### config.mk
export PLATFORM = sky130hd
export DESIGN_NAME = dyn_bus_sizer
export DESIGN_NICKNAME = d
export VERILOG_FILES = /design/src/design/dbs_pkg.sv /design/src/design/dyn_bus_sizer.sv /design/src/design/lane_mux.sv
export VERILOG_INCLUDE_DIRS = /design/src /design/src/design
export SDC_FILE = /design/constraint.sdc
export NUM_CORES = 1
export LEC_CHECK = 0
export BUFFER_PORTS_ARGS = -buffer_cell sky130_fd_sc_hd__buf_2
export CAP_MARGIN = 20
export CORE_AREA = 2 2 139 141
export CTS_CLUSTER_SIZE = 8
export DETAILED_ROUTE_END_ITERATION = 6
export DIE_AREA = 0 0 141 143
export GPL_ROUTABILITY_DRIVEN = 0
export PLACE_DENSITY = 0.88
export SYNTH_ARGS = -nofsm -noshare
export SYNTH_HDL_FRONTEND = slang
export SYNTH_SLANG_ARGS = --single-unit
### constraint.sdc
create_clock -name clk_i -period 10.05 [get_ports clk_i]
set_input_delay 1.005 -clock clk_i [delete_from_list [all_inputs] [get_ports clk_i]]
set_output_delay 1.005 -clock clk_i [all_outputs]
set_load 0.005 [all_outputs]
### src/design/dbs_map.svh
// constants for the dynamic bus sizing block
// How it works
// - cycle count follows operand size, byte offset and acknowledged port width
// - a byte operand always finishes in one bus cycle
// - word cycles 32/16/8: offset 0,2 1/1/2; offset 1 1/2/2; offset 3 2/2/2
// - long cycles 32/16/8: offset 0 1/2/4; offsets 1,3 2/3/4; offset 2 2/2/4
// - prefetch asks a long word at offset 00; 1/2/4 cycles by port
// - odd-word fetch still reads the whole aligned word and may fill cache
// - the fetched word is always kept in a holding register
// - write cycles drive all four lanes since port width is unknown
// - each cycle moves the most bytes the port accepts at that offset
// - four bytes at offset 01: three on 32-bit port, one otherwise
// - long word at last lane on 32-bit port: one byte, then three at next boundary
// - after a partial cycle, restart with remaining size and advanced address
`ifndef DBS_MAP_SVH
`define DBS_MAP_SVH
`define LEN_FOUR    2'h0
`define LONG_ALIGN  2'h0
`define BYTES_L     3'h4
`define BYTES_W     3'h2
`define BYTES_B     3'h1
`define BYTES_NONE  3'h0
`define ACK_L       2'h3
`define ACK_W       2'h2
`define ACK_B       2'h1
`define LAST_LANE   2'h3
`endif

### src/design/dbs_pkg.sv
// types shared by the dynamic bus sizing block
package dbs_pkg;
	typedef enum logic [1:0] {
		ST_IDLE,
		ST_BUS,
		ST_GAP
	} seq_state_t;
endpackage : dbs_pkg

### src/design/dyn_bus_sizer.sv
// bus cycle sequencer that splits operands by acknowledged port width
`timescale 1ns/100ps
`include "dbs_map.svh"
module dyn_bus_sizer
	import dbs_pkg::*;
(
	input  wire logic        clk_i,
	input  wire logic        sys_rst_i,
	input  wire logic        req_valid_i,
	input  wire logic        req_fetch_i,
	input  wire logic        req_write_i,
	input  wire logic [1:0]  req_len_i,
	input  wire logic [31:0] req_addr_i,
	input  wire logic [31:0] req_wdata_i,
	input  wire logic        cache_en_i,
	input  wire logic        port_width_ack_hi_i,
	input  wire logic        port_width_ack_lo_i,
	input  wire logic [31:0] bus_data_i,
	output logic             req_ready_o,
	output logic             done_o,
	output logic      [31:0] rdata_o,
	output logic      [2:0]  cycles_o,
	output logic      [31:0] bus_addr_o,
	output logic             xfer_len_hi_o,
	output logic             xfer_len_lo_o,
	output logic             bus_write_o,
	output logic             bus_cycle_o,
	output logic             data_valid_strobe_o,
	output logic      [31:0] bus_data_o,
	output logic             bus_data_oe_o,
	output logic      [31:0] hold_word_o,
	output logic      [15:0] fetch_word_o,
	output logic             cache_fill_o
);
	seq_state_t  st_q,    st_d;
	logic [31:0] addr_q,  addr_d;
	logic [2:0]  left_q,  left_d;
	logic [31:0] wr_q,    wr_d;
	logic [31:0] rd_q,    rd_d;
	logic        wrt_q,   wrt_d;
	logic        fet_q,   fet_d;
	logic        wsel_q,  wsel_d;
	logic [2:0]  cyc_q,   cyc_d;
	logic        stb_q,   stb_d;
	logic        oe_q,    oe_d;
	logic        done_q,  done_d;
	logic        fill_q,  fill_d;
	logic        rdy_q,   rdy_d;
	logic [31:0] hold_q,  hold_d;
	logic [15:0] fw_q,    fw_d;
	logic [31:0] bdat_q,  bdat_d;
	logic [2:0]  pw;
	logic [2:0]  off;
	logic [2:0]  room;
	logic [2:0]  cnt;
	logic [31:0] rd_new;

	// acknowledge pair names the port width; none means keep waiting
	always_comb begin
		case ({port_width_ack_hi_i, port_width_ack_lo_i})
			`ACK_L:  pw = `BYTES_L;
			`ACK_W:  pw = `BYTES_W;
			`ACK_B:  pw = `BYTES_B;
			default: pw = `BYTES_NONE;
		endcase
	end

	// offset inside the port and the bytes the port can take now
	assign off  = (pw == `BYTES_L) ? {1'b0, addr_q[1:0]} :
		(pw == `BYTES_W) ? {2'h0, addr_q[0]} : `BYTES_NONE;
	assign room = pw - off;
	assign cnt  = (left_q < room) ? left_q : room;

	// read capture: operand is right-justified, first byte most significant
	genvar p;
	generate
		for (p = 0; p < 4; p++) begin : g_rd
			logic [2:0] idx;
			logic [1:0] lane;
			logic       pick;
			assign idx  = left_q - 3'(p) - `BYTES_B;
			assign lane = 2'(off + idx);
			assign pick = (3'(p) < left_q) && (idx < cnt);
			assign rd_new[8*p +: 8] = pick ?
				bus_data_i[8*(`LAST_LANE - lane) +: 8] : rd_q[8*p +: 8];
		end
	endgenerate

	lane_mux u_lane_mux (
		.addr_lo_i (addr_d[1:0]),
		.left_i    (left_d),
		.data_i    (wr_d),
		.lanes_o   (bdat_d)
	);

	always_comb begin
		st_d   = st_q;
		addr_d = addr_q;
		left_d = left_q;
		wr_d   = wr_q;
		rd_d   = rd_q;
		wrt_d  = wrt_q;
		fet_d  = fet_q;
		wsel_d = wsel_q;
		cyc_d  = cyc_q;
		hold_d = hold_q;
		fw_d   = fw_q;
		stb_d  = 1'b0;
		oe_d   = 1'b0;
		done_d = 1'b0;
		fill_d = 1'b0;
		case (st_q)
			ST_IDLE: begin
				if (req_valid_i) begin
					fet_d  = req_fetch_i;
					wrt_d  = req_write_i && !req_fetch_i;
					wsel_d = req_addr_i[1];
					// prefetch always takes the aligned long word
					addr_d = req_fetch_i ?
						{req_addr_i[31:2], `LONG_ALIGN} : req_addr_i;
					left_d = (req_fetch_i || req_len_i == `LEN_FOUR) ?
						`BYTES_L : {1'b0, req_len_i};
					wr_d   = req_wdata_i;
					rd_d   = '0;
					cyc_d  = '0;
					stb_d  = 1'b1;
					oe_d   = wrt_d;
					st_d   = ST_BUS;
				end
			end
			ST_BUS: begin
				stb_d = 1'b1;
				oe_d  = wrt_q;
				if (pw != `BYTES_NONE) begin
					rd_d   = rd_new;
					addr_d = addr_q + 32'(cnt);
					left_d = left_q - cnt;
					cyc_d  = cyc_q + 3'h1;
					stb_d  = 1'b0;
					oe_d   = 1'b0;
					if (left_d == `BYTES_NONE) begin
						done_d = 1'b1;
						st_d   = ST_IDLE;
						if (fet_q) begin
							// kept even when the cache is off
							hold_d = rd_new;
							fw_d   = wsel_q ? rd_new[15:0] : rd_new[31:16];
							fill_d = cache_en_i;
						end
					end else begin
						st_d = ST_GAP;
					end
				end
			end
			ST_GAP: begin
				// strobes drop for one cycle between split cycles
				stb_d = 1'b1;
				oe_d  = wrt_q;
				st_d  = ST_BUS;
			end
			default: st_d = ST_IDLE;
		endcase
		rdy_d = (st_d == ST_IDLE);
	end

	always_ff @(posedge clk_i) begin
		if (sys_rst_i) begin
			st_q   <= ST_IDLE;
			addr_q <= '0;
			left_q <= '0;
			wr_q   <= '0;
			rd_q   <= '0;
			wrt_q  <= 1'b0;
			fet_q  <= 1'b0;
			wsel_q <= 1'b0;
			cyc_q  <= '0;
			stb_q  <= 1'b0;
			oe_q   <= 1'b0;
			done_q <= 1'b0;
			fill_q <= 1'b0;
			rdy_q  <= 1'b1;
			hold_q <= '0;
			fw_q   <= '0;
			bdat_q <= '0;
		end else begin
			st_q   <= st_d;
			addr_q <= addr_d;
			left_q <= left_d;
			wr_q   <= wr_d;
			rd_q   <= rd_d;
			wrt_q  <= wrt_d;
			fet_q  <= fet_d;
			wsel_q <= wsel_d;
			cyc_q  <= cyc_d;
			stb_q  <= stb_d;
			oe_q   <= oe_d;
			done_q <= done_d;
			fill_q <= fill_d;
			rdy_q  <= rdy_d;
			hold_q <= hold_d;
			fw_q   <= fw_d;
			bdat_q <= bdat_d;
		end
	end

	assign req_ready_o         = rdy_q;
	assign done_o              = done_q;
	assign rdata_o             = rd_q;
	assign cycles_o            = cyc_q;
	assign bus_addr_o          = addr_q;
	assign xfer_len_hi_o       = left_q[1];
	assign xfer_len_lo_o       = left_q[0];
	assign bus_write_o         = wrt_q;
	assign bus_cycle_o         = stb_q;
	assign data_valid_strobe_o = stb_q;
	assign bus_data_o          = bdat_q;
	assign bus_data_oe_o       = oe_q;
	assign hold_word_o         = hold_q;
	assign fetch_word_o        = fw_q;
	assign cache_fill_o        = fill_q;

	// checking helpers: first request shape and first acknowledged width
	logic [2:0] h_len_q;
	logic [1:0] h_off_q;
	logic [2:0] h_pw_q;
	logic       h_mix_q;
	logic       h_first_q;
	always_ff @(posedge clk_i) begin
		if (sys_rst_i) begin
			h_len_q   <= '0;
			h_off_q   <= '0;
			h_pw_q    <= '0;
			h_mix_q   <= 1'b0;
			h_first_q <= 1'b0;
		end else if (st_q == ST_IDLE && req_valid_i) begin
			h_len_q   <= left_d;
			h_off_q   <= addr_d[1:0];
			h_mix_q   <= 1'b0;
			h_first_q <= 1'b1;
		end else if (st_q == ST_BUS && pw != `BYTES_NONE) begin
			h_first_q <= 1'b0;
			if (h_first_q)
				h_pw_q <= pw;
			else if (pw != h_pw_q)
				h_mix_q <= 1'b1;
		end
	end
endmodule : dyn_bus_sizer

### src/design/lane_mux.sv
// write data replication across the four byte lanes
`timescale 1ns/100ps
`include "dbs_map.svh"
module lane_mux (
	input  wire logic [1:0]  addr_lo_i,
	input  wire logic [2:0]  left_i,
	input  wire logic [31:0] data_i,
	output logic      [31:0] lanes_o
);
	genvar k;
	generate
		for (k = 0; k < 4; k++) begin : g_lane
			logic [1:0] idx;
			logic [1:0] sel;
			// lane k serves the 32-bit view when at or past the offset,
			// otherwise the 16- or 8-bit view of the same cycle
			assign idx = (2'(k) >= addr_lo_i) ? 2'(k) - addr_lo_i :
				((k == 2) || (k == 1 && !addr_lo_i[0])) ? 2'h1 : 2'h0;
			assign sel = 2'(left_i - 3'(idx) - `BYTES_B);
			// bytes beyond the operand are don't-care; send byte zero
			assign lanes_o[8*(3-k) +: 8] = ({1'b0, idx} < left_i) ?
				data_i[8*sel +: 8] : data_i[7:0];
		end
	endgenerate
endmodule : lane_mux

==> impl_results.html, run 1 <==
<table>
<tr><th>Metric</th><th>Value</th></tr>
<tr><th colspan="2">Setup path</th></tr>
<tr><td>Worst stage delay on the critical path</td><td>approximately 0.66 ns</td></tr>
<tr><td>Highest net fanout along the worst path</td><td>11</td></tr>
<tr><td>Slowest-stage cell, CP</td><td>fa_1</td></tr>
<tr><td>Critical-path cell list</td><td>buf_2 &gt; or2b_1 &gt; fa_1 &gt; ha_1 &gt; o21ai_0 &gt; a22o_4 &gt; nor2_1 &gt; a21oi_1 &gt; ha_1 &gt; inv_1 &gt; ha_1 &gt; a221o_1 &gt; clkinv_1 &gt; ha_1 &gt; xor2_1 &gt; buf_4 &gt; mux4_2 &gt; nor2b_1 &gt; a211oi_1</td></tr>
<tr><td>Critical path class</td><td>in2reg</td></tr>
<tr><td>Critical path's most frequent cell</td><td>ha_1</td></tr>
<tr><td>Required @ worst endpoint</td><td>10.38 ns</td></tr>
<tr><td>Crit start category</td><td>primary input</td></tr>
<tr><td>Kind of end point of the critical path</td><td>flip-flop</td></tr>
<tr><td>CP arrival</td><td>6.53 ns</td></tr>
<tr><th colspan="2">Finish</th></tr>
<tr><td>Number of nets in the layout</td><td>around 1400</td></tr>
<tr><td>Relative area change from synthesis to final layout</td><td>20.0%</td></tr>
<tr><td>Commonest cells after routing, fill and taps aside</td><td>buf_2, dfxtp_1, nor2_1</td></tr>
<tr><td>Commonest non-fill, non-tap cell in the layout</td><td>buf_2</td></tr>
<tr><td>Number of cells in the finished layout apart from fillers</td><td>about 1500</td></tr>
<tr><td>Fraction of layout cells with a size suffix above 1</td><td>about 29%</td></tr>
<tr><th colspan="2">Synth</th></tr>
<tr><td>Total nets after synthesis</td><td>between 1000 and 1500</td></tr>
<tr><td>Most used DFF post-synth</td><td>dfxtp_1</td></tr>
<tr><td>Synth warnings</td><td>0</td></tr>
<tr><td>Average footprint of a synthesized cell</td><td>9.60 µm²</td></tr>
<tr><td>Async S/R FF share, synth</td><td>0%</td></tr>
<tr><td>Flop and latch count out of synthesis</td><td>between 150 and 200</td></tr>
<tr><td>Cell Area, Synth</td><td>10100 µm²</td></tr>
<tr><td>Cells after Synth</td><td>1056</td></tr>
<tr><td>Dominant cells by area after synthesis</td><td>dfxtp_1, mux2i_1, mux4_2, a211oi_1, nor2_1</td></tr>
<tr><td>Number of distinct library cell variants in the gate-level netlist after synthesis</td><td>between 60 and 70</td></tr>
<tr><td>Largest area contributor in the synthesized netlist</td><td>dfxtp_1</td></tr>
<tr><td>Share of the synthesized area in the top cell type</td><td>between 30 and 40%</td></tr>
<tr><td>Post-synth EDFFs</td><td>0</td></tr>
<tr><td>Sequential element share of the synthesized area</td><td>37.9%</td></tr>
<tr><th colspan="2">Timing</th></tr>
<tr><td>Final critical delay including setup and external delays</td><td>about 6.2 ns</td></tr>
<tr><td>Worst slew margin relative to its limit</td><td>27.5%</td></tr>
<tr><td>Worst Tran Pin Value</td><td>approximately 1.1 ns</td></tr>
<tr><td>Fmax achieved</td><td>between 150 and 200 MHz</td></tr>
<tr><td>Unrepaired setup endpoints after global routing</td><td>no</td></tr>
<tr><td>Clock Skews</td><td>0.0161 ns</td></tr>
<tr><td>Period Utilization, post-route</td><td>roughly 60%</td></tr>
<tr><td>Final-layout setup total negative slack</td><td>0 ns</td></tr>
<tr><td>Number of setup violations in the final report</td><td>0</td></tr>
<tr><td>Final hold violation count</td><td>0</td></tr>
<tr><td>Final Max Slew Viols</td><td>0</td></tr>
<tr><th colspan="2">CTS</th></tr>
<tr><td>Number of post-CTS setup repair buffers</td><td>0</td></tr>
<tr><td>Clock sink total</td><td>192</td></tr>
<tr><td>Inserted Clock Buffers</td><td>17</td></tr>
<tr><td>H-Tree Depth</td><td>4</td></tr>
<tr><td>TritonCTS clock tree</td><td>yes</td></tr>
<tr><td>Buffer levels on the longest clock path</td><td>2</td></tr>
<tr><td>Clk root buf</td><td>clkbuf_16</td></tr>
<tr><td>Reg clk slew, reported paths</td><td>0.07 ns</td></tr>
<tr><td>Clock latency reported for the late side of the worst-skew pair</td><td>0.43 ns</td></tr>
<tr><td>Quantity of gates resized following cts</td><td>0</td></tr>
<tr><td>Number of hold buffers added after cts</td><td>0</td></tr>
<tr><th colspan="2">Floorplanning</th></tr>
<tr><td>DIE AREA</td><td>20200 µm²</td></tr>
<tr><td>Number of rows in the core area</td><td>50</td></tr>
<tr><td>Initial standard-cell utilization of the core</td><td>54.6%</td></tr>
<tr><td>Core area</td><td>18600 µm²</td></tr>
<tr><td>Die Width</td><td>between 100 and 150 µm</td></tr>
<tr><td>Top-Level Pins</td><td>approximately 260</td></tr>
<tr><td>Die height</td><td>143 µm</td></tr>
<tr><th colspan="2">Drt</th></tr>
<tr><td>Vias</td><td>approximately 9500</td></tr>
<tr><td>Average vias per placed instance</td><td>6.21</td></tr>
<tr><td>Antenna-violating nets left</td><td>0</td></tr>
<tr><td>Drt wl/cell</td><td>around 20 µm</td></tr>
<tr><td>Initial drt markers</td><td>between 800 and 900</td></tr>
<tr><td>Number of detailed-route iterations in the first pass</td><td>5</td></tr>
<tr><td>DRC errors left</td><td>0</td></tr>
<tr><td>Total wirelength of the detailed-routed design</td><td>30300 µm</td></tr>
<tr><th colspan="2">Outcome</th></tr>
<tr><td>Status</td><td>finished clean</td></tr>
<tr><th colspan="2">Pwr</th></tr>
<tr><td>Sequential group share of total power</td><td>37.3%</td></tr>
<tr><td>Internal Power</td><td>1.54 mW</td></tr>
<tr><td>Switching share of power</td><td>34.8%</td></tr>
<tr><td>Combinational cell fraction of total power</td><td>34.5%</td></tr>
<tr><td>IR Drop Worst-Case VDD</td><td>0.127 mV</td></tr>
<tr><td>Static Leak</td><td>~5.3 nW</td></tr>
<tr><td>P_sw</td><td>0.819 mW</td></tr>
<tr><td>Clk network pwr share</td><td>28.2%</td></tr>
<tr><td>Cell area power density</td><td>around 190 nW/µm²</td></tr>
<tr><th colspan="2">Place</th></tr>
<tr><td>Sum of net half-perimeters after detailed placement</td><td>21700 µm</td></tr>
<tr><td>Count of placed standard cells including taps</td><td>1485</td></tr>
<tr><td>IO Port Bufs</td><td>261</td></tr>
<tr><th colspan="2">Global routing</th></tr>
<tr><td>First-pass GRT wire length</td><td>47200 µm</td></tr>
<tr><td>Overall track demand over capacity in global routing</td><td>between 20% and 30%</td></tr>
<tr><td>Total gr overflow</td><td>0</td></tr>
<tr><td>Via count of the first global-routing pass</td><td>8808</td></tr>
<tr><td>Initial antenna violation count</td><td>6</td></tr>
<tr><td>Largest net degree at the start of global routing</td><td>between 80 and 90</td></tr>
<tr><th colspan="2">Flow run</th></tr>
<tr><td>Number of max-capacitance violations reported</td><td>0</td></tr>
<tr><th colspan="2">Hold path</th></tr>
<tr><td>Type of the worst min-delay path</td><td>reg2reg</td></tr>
</table>
## routing by layer
layer  vias up  GRT usage [%]  wire [µm]
met3        74           6.51       3050
met4         2           10.7       1000
li1       4334              -          -
met1      4519           37.5      11800
met5         -              0         12
met2       560           49.3      14400
## kinds of logic after synthesis
kind of cell               Yosys count  share of synthesized area [%]
DFF                                192                           37.9
and+or+nand+nor                    335                           15.5
muxes                              152                           20.5
AOI/OAI and AO/OA                  231                           16.3
xor gates and xnor gates            20                           1.95
buffers and inverters               96                           3.97
adders and majority gates           30                           3.85
## cell type report
cell class | instances | area (µm²)
Clock buffer | 18 | 439
Inverter | 20 | 75.1
Timing Repair Buffer | 276 | 1450
Tap cell | 234 | 293
Sequential cell | 192 | 3840
Multi-Input combinational cell | 768 | 5910
Fill cell | 1464 | 6410
Antenna cell | 5 | 12.5
Clock inverter | 14 | 145
## Yosys cell counts, types with 6 or more instances
library cell / count
ha_1: 28
mux2i_1: 104
inv_1: 19
a21oi_1: 42
a211oi_2: 8
and3_1: 10
o21ai_0: 46
nor2b_1: 20
xor2_1: 12
a311oi_1: 6
dfxtp_1: 192
o211ai_1: 7
nand4_1: 8
nand2_1: 101
nand3b_1: 18
nor4_1: 6
buf_1: 7
mux2_2: 6
o221ai_1: 16
mux4_2: 30
buf_2: 18
nor2_1: 120
mux4_1: 10
nor3_1: 12
clkbuf_1: 47
nand3_1: 11
a211oi_1: 61
## through the flow
step           utilization [%]  hold WS, ns  total power [mW]  cell area [µm²]  setup WS (ns)
5_1_grt                   65.5        0.496              2.46            12200           3.45
4_1_cts                   65.1        0.479              2.33            12100           3.41
2_1_floorplan                -        0.445              1.44            10100           4.10
6_report                  65.5        0.479              2.35            12200           3.85
3_3_place_gp              61.9        0.452              1.64            11500           3.39
3_5_place_dp              61.9        0.463              1.67            11500           3.00
## worst max-delay path: cells and delay by family
kind	cells	cell delay, ns
adders and majority gates	5	1.90
AOI/OAI and AO/OA	5	1.53
buffers and inverters	4	0.85
muxes	1	0.50
and+or+nand+nor	3	0.46
xor gates and xnor gates	1	0.28
## registers in the layout (all words and copies together) (netlist names), 3 cells and up
name and cells:
bus_addr_o 32, bus_data_o 32, cycles_o 3, fetch_word_o 16, hold_word_o 32, left_q 3
rdata_o 32, wr_q 32
## final timing paths
| check | from | to | slack (ns) | cells past startpoint |
|---|---|---|---|---|
| setup / recovery | port_width_ack_hi_i | bus_data_o[8] | 3.85 | 19 |
| hold / removal | rdata_o[0] | rdata_o[0] | 0.48 | 2 |
| setup reg to reg | bus_addr_o[1] | bus_data_o[8] | 4.12 | 18 |
| hold reg to reg | rdata_o[0] | rdata_o[0] | 0.48 | 2 |
## power groups by stage
stage | Sequential (mW) | Combinational (mW) | Clock [mW]
floorplan | 0.888 | 0.555 | 0
global placement | 0.893 | 0.750 | 0
detailed placement | 0.893 | 0.776 | 0
CTS | 0.877 | 0.783 | 0.672
global route | 0.884 | 0.880 | 0.701
finish | 0.878 | 0.811 | 0.664
Note: power is estimated with default switching activity, not from simulation.
==> run 2, diff against run 1 <==
- CORE_AREA: 2 2 139 141 -> 2 2 147 149
- DIE_AREA: 0 0 141 143 -> 0 0 149 151
- PLACE_DENSITY: 0.88 -> 0.83
- clock period: 10.05 -> 5.4 ns (I/O delays scaled with it)
==> run 2 against run 1 <==
Flip-flop and latch count did not move. Die area rose by 12%. Sequential share of layout area fell by 0.51 points. Register-to-register slack got worse by 3.8 ns. Worst hold slack got worse by 0.15 ns.
==> impl_results.html, run 2 (synthesis gave the netlist of run 1 again) <==
<table>
<tr><th>Metric</th><th>Value</th></tr>
<tr><th colspan="2">Place</th></tr>
<tr><td>IO Port Bufs</td><td>261</td></tr>
<tr><td>Count of placed standard cells including taps</td><td>~1500</td></tr>
<tr><td>Sum of net half-perimeters after detailed placement</td><td>about 23000 µm</td></tr>
<tr><th colspan="2">Hold path</th></tr>
<tr><td>Type of the worst min-delay path</td><td>in2reg</td></tr>
<tr><td>Cells on Worst Hold Path</td><td>3</td></tr>
<tr><td>Hold wc startpoint</td><td>req_addr_i[18]</td></tr>
<tr><td>Hold path endpoint</td><td>bus_addr_o[18]</td></tr>
<tr><th colspan="2">Pwr</th></tr>
<tr><td>P_sw</td><td>between 1.5 and 2 mW</td></tr>
<tr><td>Switching share of power</td><td>34.8%</td></tr>
<tr><td>IR Drop Worst-Case VDD</td><td>0.211 mV</td></tr>
<tr><td>Internal Power</td><td>between 2 and 3 mW</td></tr>
<tr><td>Static Leak</td><td>between 5 and 6 nW</td></tr>
<tr><td>Cell area power density</td><td>362 nW/µm²</td></tr>
<tr><td>Sequential group share of total power</td><td>36.5%</td></tr>
<tr><td>Combinational cell fraction of total power</td><td>34.1%</td></tr>
<tr><td>Tot Pwr</td><td>4.47 mW</td></tr>
<tr><td>Clk network pwr share</td><td>29.4%</td></tr>
<tr><th colspan="2">Finish</th></tr>
<tr><td>Number of nets in the layout</td><td>1425</td></tr>
<tr><td>Commonest cells after routing, fill and taps aside</td><td>buf_2, dfxtp_1, nor2_1</td></tr>
<tr><td>Number of cells in the finished layout apart from fillers</td><td>1582</td></tr>
<tr><td>Relative area change from synthesis to final layout</td><td>22.0%</td></tr>
<tr><td>Fraction of layout cells with a size suffix above 1</td><td>between 20% and 30%</td></tr>
<tr><td>Commonest non-fill, non-tap cell in the layout</td><td>buf_2</td></tr>
<tr><td>Number of fill cells</td><td>1761</td></tr>
<tr><th colspan="2">Flow run</th></tr>
<tr><td>Number of max-capacitance violations reported</td><td>0</td></tr>
<tr><th colspan="2">Setup path</th></tr>
<tr><td>Kind of end point of the critical path</td><td>flip-flop</td></tr>
<tr><td>Critical path's most frequent cell</td><td>ha_1</td></tr>
<tr><td>Worst stage delay on the critical path</td><td>0.49 ns</td></tr>
<tr><td>Required @ worst endpoint</td><td>around 5.8 ns</td></tr>
<tr><td>Highest net fanout along the worst path</td><td>8</td></tr>
<tr><td>Cell count of the worst reg-to-reg path</td><td>19</td></tr>
<tr><td>Count of buffering cells on the critical path with inverters included</td><td>1</td></tr>
<tr><td>Kind of cell adding the most delay to the critical path</td><td>adder cells</td></tr>
<tr><td>Critical path class</td><td>reg2reg</td></tr>
<tr><td>Critical-path cell list</td><td>and3_1 &gt; fa_1 &gt; xor2_1 &gt; ha_1 &gt; nor3_1 &gt; a22o_4 &gt; nor2_1 &gt; a21oi_1 &gt; ha_1 &gt; fa_1 &gt; a32o_1 &gt; nor2_1 &gt; ha_1 &gt; ha_1 &gt; xor2_2 &gt; buf_12 &gt; mux4_2 &gt; nor2b_1 &gt; a211oi_1</td></tr>
<tr><td>Reg2reg end</td><td>bus_data_o[15]</td></tr>
<tr><td>Startpoint of the worst register-to-register path</td><td>bus_addr_o[1]</td></tr>
<tr><td>CP arrival</td><td>5.48 ns</td></tr>
<tr><td>Slowest-stage cell, CP</td><td>mux4_2</td></tr>
<tr><td>Reg-to-reg setup timing slack</td><td>0.27 ns</td></tr>
<tr><td>Crit start category</td><td>flip-flop</td></tr>
<tr><th colspan="2">Timing</th></tr>
<tr><td>Number of setup violations in the final report</td><td>0</td></tr>
<tr><td>Clock Skews</td><td>roughly 0.016 ns</td></tr>
<tr><td>Worst slew margin relative to its limit</td><td>31.4%</td></tr>
<tr><td>Final Max Slew Viols</td><td>0</td></tr>
<tr><td>Worst Tran Pin Value</td><td>1.03 ns</td></tr>
<tr><td>Hold WS</td><td>roughly 0.33 ns</td></tr>
<tr><td>Unrepaired setup endpoints after global routing</td><td>no</td></tr>
<tr><td>Final hold violation count</td><td>0</td></tr>
<tr><td>Period Utilization, post-route</td><td>94.9%</td></tr>
<tr><td>Fmax achieved</td><td>between 150 and 200 MHz</td></tr>
<tr><td>Final critical delay including setup and external delays</td><td>5.13 ns</td></tr>
<tr><th colspan="2">Drt</th></tr>
<tr><td>Total wirelength of the detailed-routed design</td><td>31200 µm</td></tr>
<tr><td>Vias</td><td>9511</td></tr>
<tr><td>DRC errors left</td><td>0</td></tr>
<tr><td>Initial drt markers</td><td>591</td></tr>
<tr><td>Drt wl/cell</td><td>19.7 µm</td></tr>
<tr><td>Number of detailed-route iterations in the first pass</td><td>5</td></tr>
<tr><td>Average vias per placed instance</td><td>6.01</td></tr>
<tr><td>Antenna-violating nets left</td><td>0</td></tr>
<tr><th colspan="2">CTS</th></tr>
<tr><td>H-Tree Depth</td><td>4</td></tr>
<tr><td>Number of post-CTS setup repair buffers</td><td>0</td></tr>
<tr><td>Inserted Clock Buffers</td><td>17</td></tr>
<tr><td>Clock latency reported for the late side of the worst-skew pair</td><td>0.44 ns</td></tr>
<tr><td>TritonCTS clock tree</td><td>yes</td></tr>
<tr><td>Clk root buf</td><td>clkbuf_16</td></tr>
<tr><td>Reg clk slew, reported paths</td><td>0.08 ns</td></tr>
<tr><td>Clock sink total</td><td>roughly 190</td></tr>
<tr><td>Buffer levels on the longest clock path</td><td>2</td></tr>
<tr><th colspan="2">Global routing</th></tr>
<tr><td>Initial antenna violation count</td><td>5</td></tr>
<tr><td>Overall track demand over capacity in global routing</td><td>27.2%</td></tr>
<tr><td>Largest net degree at the start of global routing</td><td>80</td></tr>
<tr><td>Total gr overflow</td><td>0</td></tr>
<tr><td>Via count of the first global-routing pass</td><td>around 9100</td></tr>
<tr><td>First-pass GRT wire length</td><td>48300 µm</td></tr>
<tr><th colspan="2">Floorplanning</th></tr>
<tr><td>Number of rows in the core area</td><td>53</td></tr>
<tr><td>Top-Level Pins</td><td>about 260</td></tr>
<tr><td>Die height</td><td>151 µm</td></tr>
<tr><td>Core area</td><td>20800 µm²</td></tr>
<tr><td>DIE AREA</td><td>22500 µm²</td></tr>
<tr><td>Initial standard-cell utilization of the core</td><td>48.7%</td></tr>
<tr><td>Die Width</td><td>149 µm</td></tr>
<tr><th colspan="2">Outcome</th></tr>
<tr><td>Status</td><td>finished clean</td></tr>
</table>
[run 2: changes by cell type in the layout (fill, tap and decap cells not counted), sizes merged]
cell	before	now
inv	25	24
buf	276	290
clkinv	7	9
clkinvlp	2	0
bufinv	0	1
[run 2: worst max path at each step]
| stage | startpoint | to | slack [ns] | cells after the start |
|---|---|---|---|---|
| 4_1_cts | bus_addr_o[1] | bus_data_o[13] | 0.30 | 19 |
| 3_3_place_gp | port_width_ack_hi_i | bus_data_o[8] | 0.15 | 19 |
| 2_1_floorplan | port_width_ack_hi_i | bus_data_o[11] | 0.18 | 18 |
| 6_report | bus_addr_o[1] | bus_data_o[15] | 0.27 | 19 |
| 3_5_place_dp | port_width_ack_hi_i | bus_data_o[15] | -0.12 | 20 |
| 5_1_grt | bus_addr_o[1] | bus_data_o[9] | 0.001 | 19 |
[run 2: repair_timing]
action | CTS | global route
endpoints found under the setup margin | 0 | 1
resized for setup | 0 | 1
hold buffers | 0 | 0
[run 2: per-stage QoR]
stage	setup TNS [ns]	util (%)	instance area, µm²	setup WS (ns)
2_1_floorplan	0	-	10100	0.175
3_3_place_gp	0	56.4	11700	0.153
3_5_place_dp	-0.741	56.4	11700	-0.118
4_1_cts	0	59.4	12400	0.305
5_1_grt	0	59.4	12400	0.00101
6_report	0	59.4	12400	0.275
[run 2: final cells by class]
| class | instances | area, µm² | area share [%] |
|---|---|---|---|
| Multi-Input combinational cell | 768 | 5920 | 47.9 |
| Timing Repair Buffer | 290 | 1550 | 12.5 |
| Antenna cell | 5 | 12.5 | 0.101 |
| Sequential cell | 192 | 3840 | 31.1 |
| Inverter | 20 | 75.1 | 0.607 |
| Clock inverter | 14 | 194 | 1.57 |
| Clock buffer | 18 | 429 | 3.47 |
| Tap cell | 275 | 344 | 2.78 |
[run 2: metal layers]
layer	GRT usage, %	routed length, µm	vias up
li1	-	-	4364
met1	33.6	12400	4598
met2	46.9	15300	474
met3	5.69	2480	73
met4	10.5	976	2
met5	0	13	-
[run 2: worst reg2reg max path, cell delays in order (launching register included)]
cell      delay [ns]
dfxtp_1         0.32
and3_1          0.25
fa_1            0.42
xor2_1          0.19
ha_1            0.24
nor3_1          0.32
a22o_4          0.21
nor2_1          0.04
a21oi_1         0.25
ha_1            0.25
fa_1            0.42
a32o_1          0.26
nor2_1          0.14
ha_1            0.20
ha_1            0.27
xor2_2          0.20
buf_12          0.17
mux4_2          0.50
nor2b_1         0.15
a211oi_1        0.24
[run 2: power groups by stage]
| stage | sequential (mW) | clock [mW] | combinational [mW] |
|---|---|---|---|
| after floorplan | 1.65 | 0 | 1.04 |
| after global placement | 1.66 | 0 | 1.45 |
| after detailed placement | 1.66 | 0 | 1.50 |
| after CTS | 1.63 | 1.33 | 1.51 |
| after global routing | 1.65 | 1.39 | 1.65 |
| final | 1.63 | 1.31 | 1.53 |
==> run 3, diff against run 2 <==
- CORE_AREA: 2 2 147 149 -> 2 2 175 126
- DIE_AREA: 0 0 149 151 -> 0 0 177 128
==> run 3 against run 2 <==
Sequential power hardly changed. Cell count grew 0.38%. Critical path depth fell by 2. Worst setup slack improved by 0.075 ns. Global-route usage fell by 0.97 points. Non-clock buffer count increased by 2. Highest routed layer is now met4. Worst hold slack gained 0.016 ns. Flip-flop and latch count did not move. Critical path type unchanged. Combinational power about the same. Sequential share of layout area about the same. Critical endpoint is now bus_data_o[14].
==> impl_results.html, run 3 (synthesis gave the netlist of run 1 again) <==
<table>
<tr><th>Metric</th><th>Value</th></tr>
<tr><th colspan="2">Outcome</th></tr>
<tr><td>Status</td><td>finished clean</td></tr>
<tr><th colspan="2">Setup path</th></tr>
<tr><td>Kind of cell adding the most delay to the critical path</td><td>adder cells</td></tr>
<tr><td>Worst stage delay on the critical path</td><td>~0.50 ns</td></tr>
<tr><td>Critical path class</td><td>reg2reg</td></tr>
<tr><td>Kind of end point of the critical path</td><td>flip-flop</td></tr>
<tr><td>Critical path's most frequent cell</td><td>ha_1</td></tr>
<tr><td>Critical-path cell list</td><td>and3_1 &gt; fa_1 &gt; ha_1 &gt; o21ai_1 &gt; a22o_4 &gt; mux2_4 &gt; inv_1 &gt; fa_1 &gt; a32o_1 &gt; nor2_1 &gt; ha_1 &gt; ha_1 &gt; xor2_2 &gt; buf_12 &gt; mux4_2 &gt; nor2b_1 &gt; a211oi_1</td></tr>
<tr><td>Count of buffering cells on the critical path with inverters included</td><td>2</td></tr>
<tr><td>Required @ worst endpoint</td><td>5.73 ns</td></tr>
<tr><td>Crit start category</td><td>flip-flop</td></tr>
<tr><td>Highest net fanout along the worst path</td><td>8</td></tr>
<tr><td>CP arrival</td><td>about 5.4 ns</td></tr>
<tr><td>Slowest-stage cell, CP</td><td>fa_1</td></tr>
<tr><th colspan="2">Hold path</th></tr>
<tr><td>Type of the worst min-delay path</td><td>in2reg</td></tr>
<tr><th colspan="2">Timing</th></tr>
<tr><td>Final Max Slew Viols</td><td>0</td></tr>
<tr><td>Final setup margin</td><td>0.350 ns</td></tr>
<tr><td>Unrepaired setup endpoints after global routing</td><td>no</td></tr>
<tr><td>Worst Tran Pin Value</td><td>1.20 ns</td></tr>
<tr><td>Final hold violation count</td><td>0</td></tr>
<tr><td>Clock Skews</td><td>0.0140 ns</td></tr>
<tr><td>Period Utilization, post-route</td><td>93.5%</td></tr>
<tr><td>Worst slew margin relative to its limit</td><td>between 10% and 20%</td></tr>
<tr><td>Hold WS</td><td>~0.35 ns</td></tr>
<tr><td>Number of setup violations in the final report</td><td>0</td></tr>
<tr><td>Final critical delay including setup and external delays</td><td>around 5.1 ns</td></tr>
<tr><td>Fmax achieved</td><td>a little under 200 MHz</td></tr>
<tr><th colspan="2">Pwr</th></tr>
<tr><td>IR Drop Worst-Case VDD</td><td>between 0.2 and 0.25 mV</td></tr>
<tr><td>P_sw</td><td>1.54 mW</td></tr>
<tr><td>Sequential group share of total power</td><td>~36%</td></tr>
<tr><td>Static Leak</td><td>between 5 and 6 nW</td></tr>
<tr><td>Cell area power density</td><td>about 360 nW/µm²</td></tr>
<tr><td>Switching share of power</td><td>34.1%</td></tr>
<tr><td>Clk network pwr share</td><td>29.3%</td></tr>
<tr><td>Combinational cell fraction of total power</td><td>34.5%</td></tr>
<tr><td>Internal Power</td><td>2.97 mW</td></tr>
<tr><th colspan="2">Drt</th></tr>
<tr><td>Antenna-violating nets left</td><td>0</td></tr>
<tr><td>Number of detailed-route iterations in the first pass</td><td>5</td></tr>
<tr><td>Vias</td><td>around 9400</td></tr>
<tr><td>Total wirelength of the detailed-routed design</td><td>between 30000 and 40000 µm</td></tr>
<tr><td>DRC errors left</td><td>0</td></tr>
<tr><td>Average vias per placed instance</td><td>5.93</td></tr>
<tr><td>Drt wl/cell</td><td>19.1 µm</td></tr>
<tr><td>Initial drt markers</td><td>794</td></tr>
<tr><th colspan="2">Floorplanning</th></tr>
<tr><td>Die height</td><td>roughly 130 µm</td></tr>
<tr><td>Core area</td><td>21100 µm²</td></tr>
<tr><td>DIE AREA</td><td>~23000 µm²</td></tr>
<tr><td>Top-Level Pins</td><td>262</td></tr>
<tr><td>Number of rows in the core area</td><td>between 40 and 50</td></tr>
<tr><td>Initial standard-cell utilization of the core</td><td>between 40% and 50%</td></tr>
<tr><td>Die Width</td><td>177 µm</td></tr>
<tr><th colspan="2">Finish</th></tr>
<tr><td>Number of fill cells</td><td>1802</td></tr>
<tr><td>Commonest non-fill, non-tap cell in the layout</td><td>buf_2</td></tr>
<tr><td>Post-route core utilization</td><td>58.7%</td></tr>
<tr><td>Fraction of layout cells with a size suffix above 1</td><td>30.1%</td></tr>
<tr><td>Number of nets in the layout</td><td>between 1000 and 1500</td></tr>
<tr><td>Area of the multi-input gates</td><td>~5900 µm²</td></tr>
<tr><td>Commonest cells after routing, fill and taps aside</td><td>buf_2, dfxtp_1, nor2_1</td></tr>
<tr><td>Storage element area</td><td>roughly 3800 µm²</td></tr>
<tr><td>Relative area change from synthesis to final layout</td><td>22.1%</td></tr>
<tr><th colspan="2">Global routing</th></tr>
<tr><td>Initial antenna violation count</td><td>2</td></tr>
<tr><td>First-pass GRT wire length</td><td>between 40000 and 50000 µm</td></tr>
<tr><td>Overall track demand over capacity in global routing</td><td>26.3%</td></tr>
<tr><td>Via count of the first global-routing pass</td><td>roughly 8800</td></tr>
<tr><td>Largest net degree at the start of global routing</td><td>71</td></tr>
<tr><td>Total gr overflow</td><td>0</td></tr>
<tr><th colspan="2">Place</th></tr>
<tr><td>Worst setup timing slack at the placement stage</td><td>-0.104 ns</td></tr>
<tr><td>Sum of net half-perimeters after detailed placement</td><td>22100 µm</td></tr>
<tr><td>IO Port Bufs</td><td>roughly 260</td></tr>
<tr><th colspan="2">CTS</th></tr>
<tr><td>Reg clk slew, reported paths</td><td>approximately 0.080 ns</td></tr>
<tr><td>Clock latency reported for the late side of the worst-skew pair</td><td>0.43 ns</td></tr>
<tr><td>TritonCTS clock tree</td><td>yes</td></tr>
<tr><td>Inserted Clock Buffers</td><td>17</td></tr>
<tr><td>Clk root buf</td><td>clkbuf_16</td></tr>
<tr><td>Buffer levels on the longest clock path</td><td>2</td></tr>
<tr><td>Clock sink total</td><td>192</td></tr>
<tr><td>H-Tree Depth</td><td>4</td></tr>
<tr><th colspan="2">Flow run</th></tr>
<tr><td>Number of max-capacitance violations reported</td><td>0</td></tr>
</table>
[run 3: cell count changes in the layout (fill, tap and decap cells not counted), sizes merged]
cell,delta
buf,+2
bufinv,+1
clkbuf,-1
clkinv,-5
clkinvlp,+1
diode,-3
inv,+4
[run 3: cell type report]
| type | count | share of cell area (%) |
|---|---|---|
| Antenna cell | 2 | 0.0404 |
| Clock buffer | 17 | 3.43 |
| Clock inverter | 15 | 1.50 |
| Inverter | 20 | 0.606 |
| Multi-Input combinational cell | 768 | 47.9 |
| Sequential cell | 192 | 31.0 |
| Tap cell | 282 | 2.85 |
| Timing Repair Buffer | 292 | 12.6 |
[run 3: worst paths after layout]
path,from,to,slack (ns),cells past startpoint
min reg2reg,bus_write_o,bus_write_o,0.46,2
max reg2reg,bus_addr_o[1],bus_data_o[14],0.35,17
min,req_addr_i[17],bus_addr_o[17],0.35,3
max,bus_addr_o[1],bus_data_o[14],0.35,17
[run 3: power groups by stage]
stage	clock network [mW]	registers [mW]	logic, mW
floorplan	0	1.65	1.04
detailed placement	0	1.66	1.52
finish	1.32	1.63	1.56
global placement	0	1.66	1.47
global route	1.39	1.64	1.68
CTS	1.33	1.63	1.53
[run 3: routing by layer]
metal	wire length, µm	global-route usage [%]	vias to the layer above
li1	-	-	4369
met1	13200	35.5	4526
met2	13600	40.7	450
met3	2710	6.49	70
met4	954	9.87	0
met5	0	0	-
[run 3: what timing repair did]
| item | 4_1_cts | 5_1_grt |
|---|---|---|
| setup buffers | 0 | 0 |
| endpoints found under the setup margin | 0 | 14 |
| hold buffers | 0 | 0 |
| resized for setup | 0 | 4 |
[run 3: worst reg2reg max path: cells and delay by family (launching register included)]
family	cells	cell delay, ns
adders and majority gates	5	1.71
AOI/OAI and AO/OA	4	0.89
muxes	2	0.84
and+or+nand+nor	3	0.62
DFF	1	0.44
buffers and inverters	2	0.28
xor gates and xnor gates	1	0.18
[run 3: stage by stage]
stage	setup TNS, ns	power (mW)	instance area [µm²]	instances
6_report	0	4.50	12400	1588
2_1_floorplan	0	2.69	10100	1056
5_1_grt	0	4.72	12400	1588
3_3_place_gp	0	3.13	11700	1553
4_1_cts	0	4.49	12400	1585
3_5_place_dp	-0.732	3.18	11700	1553
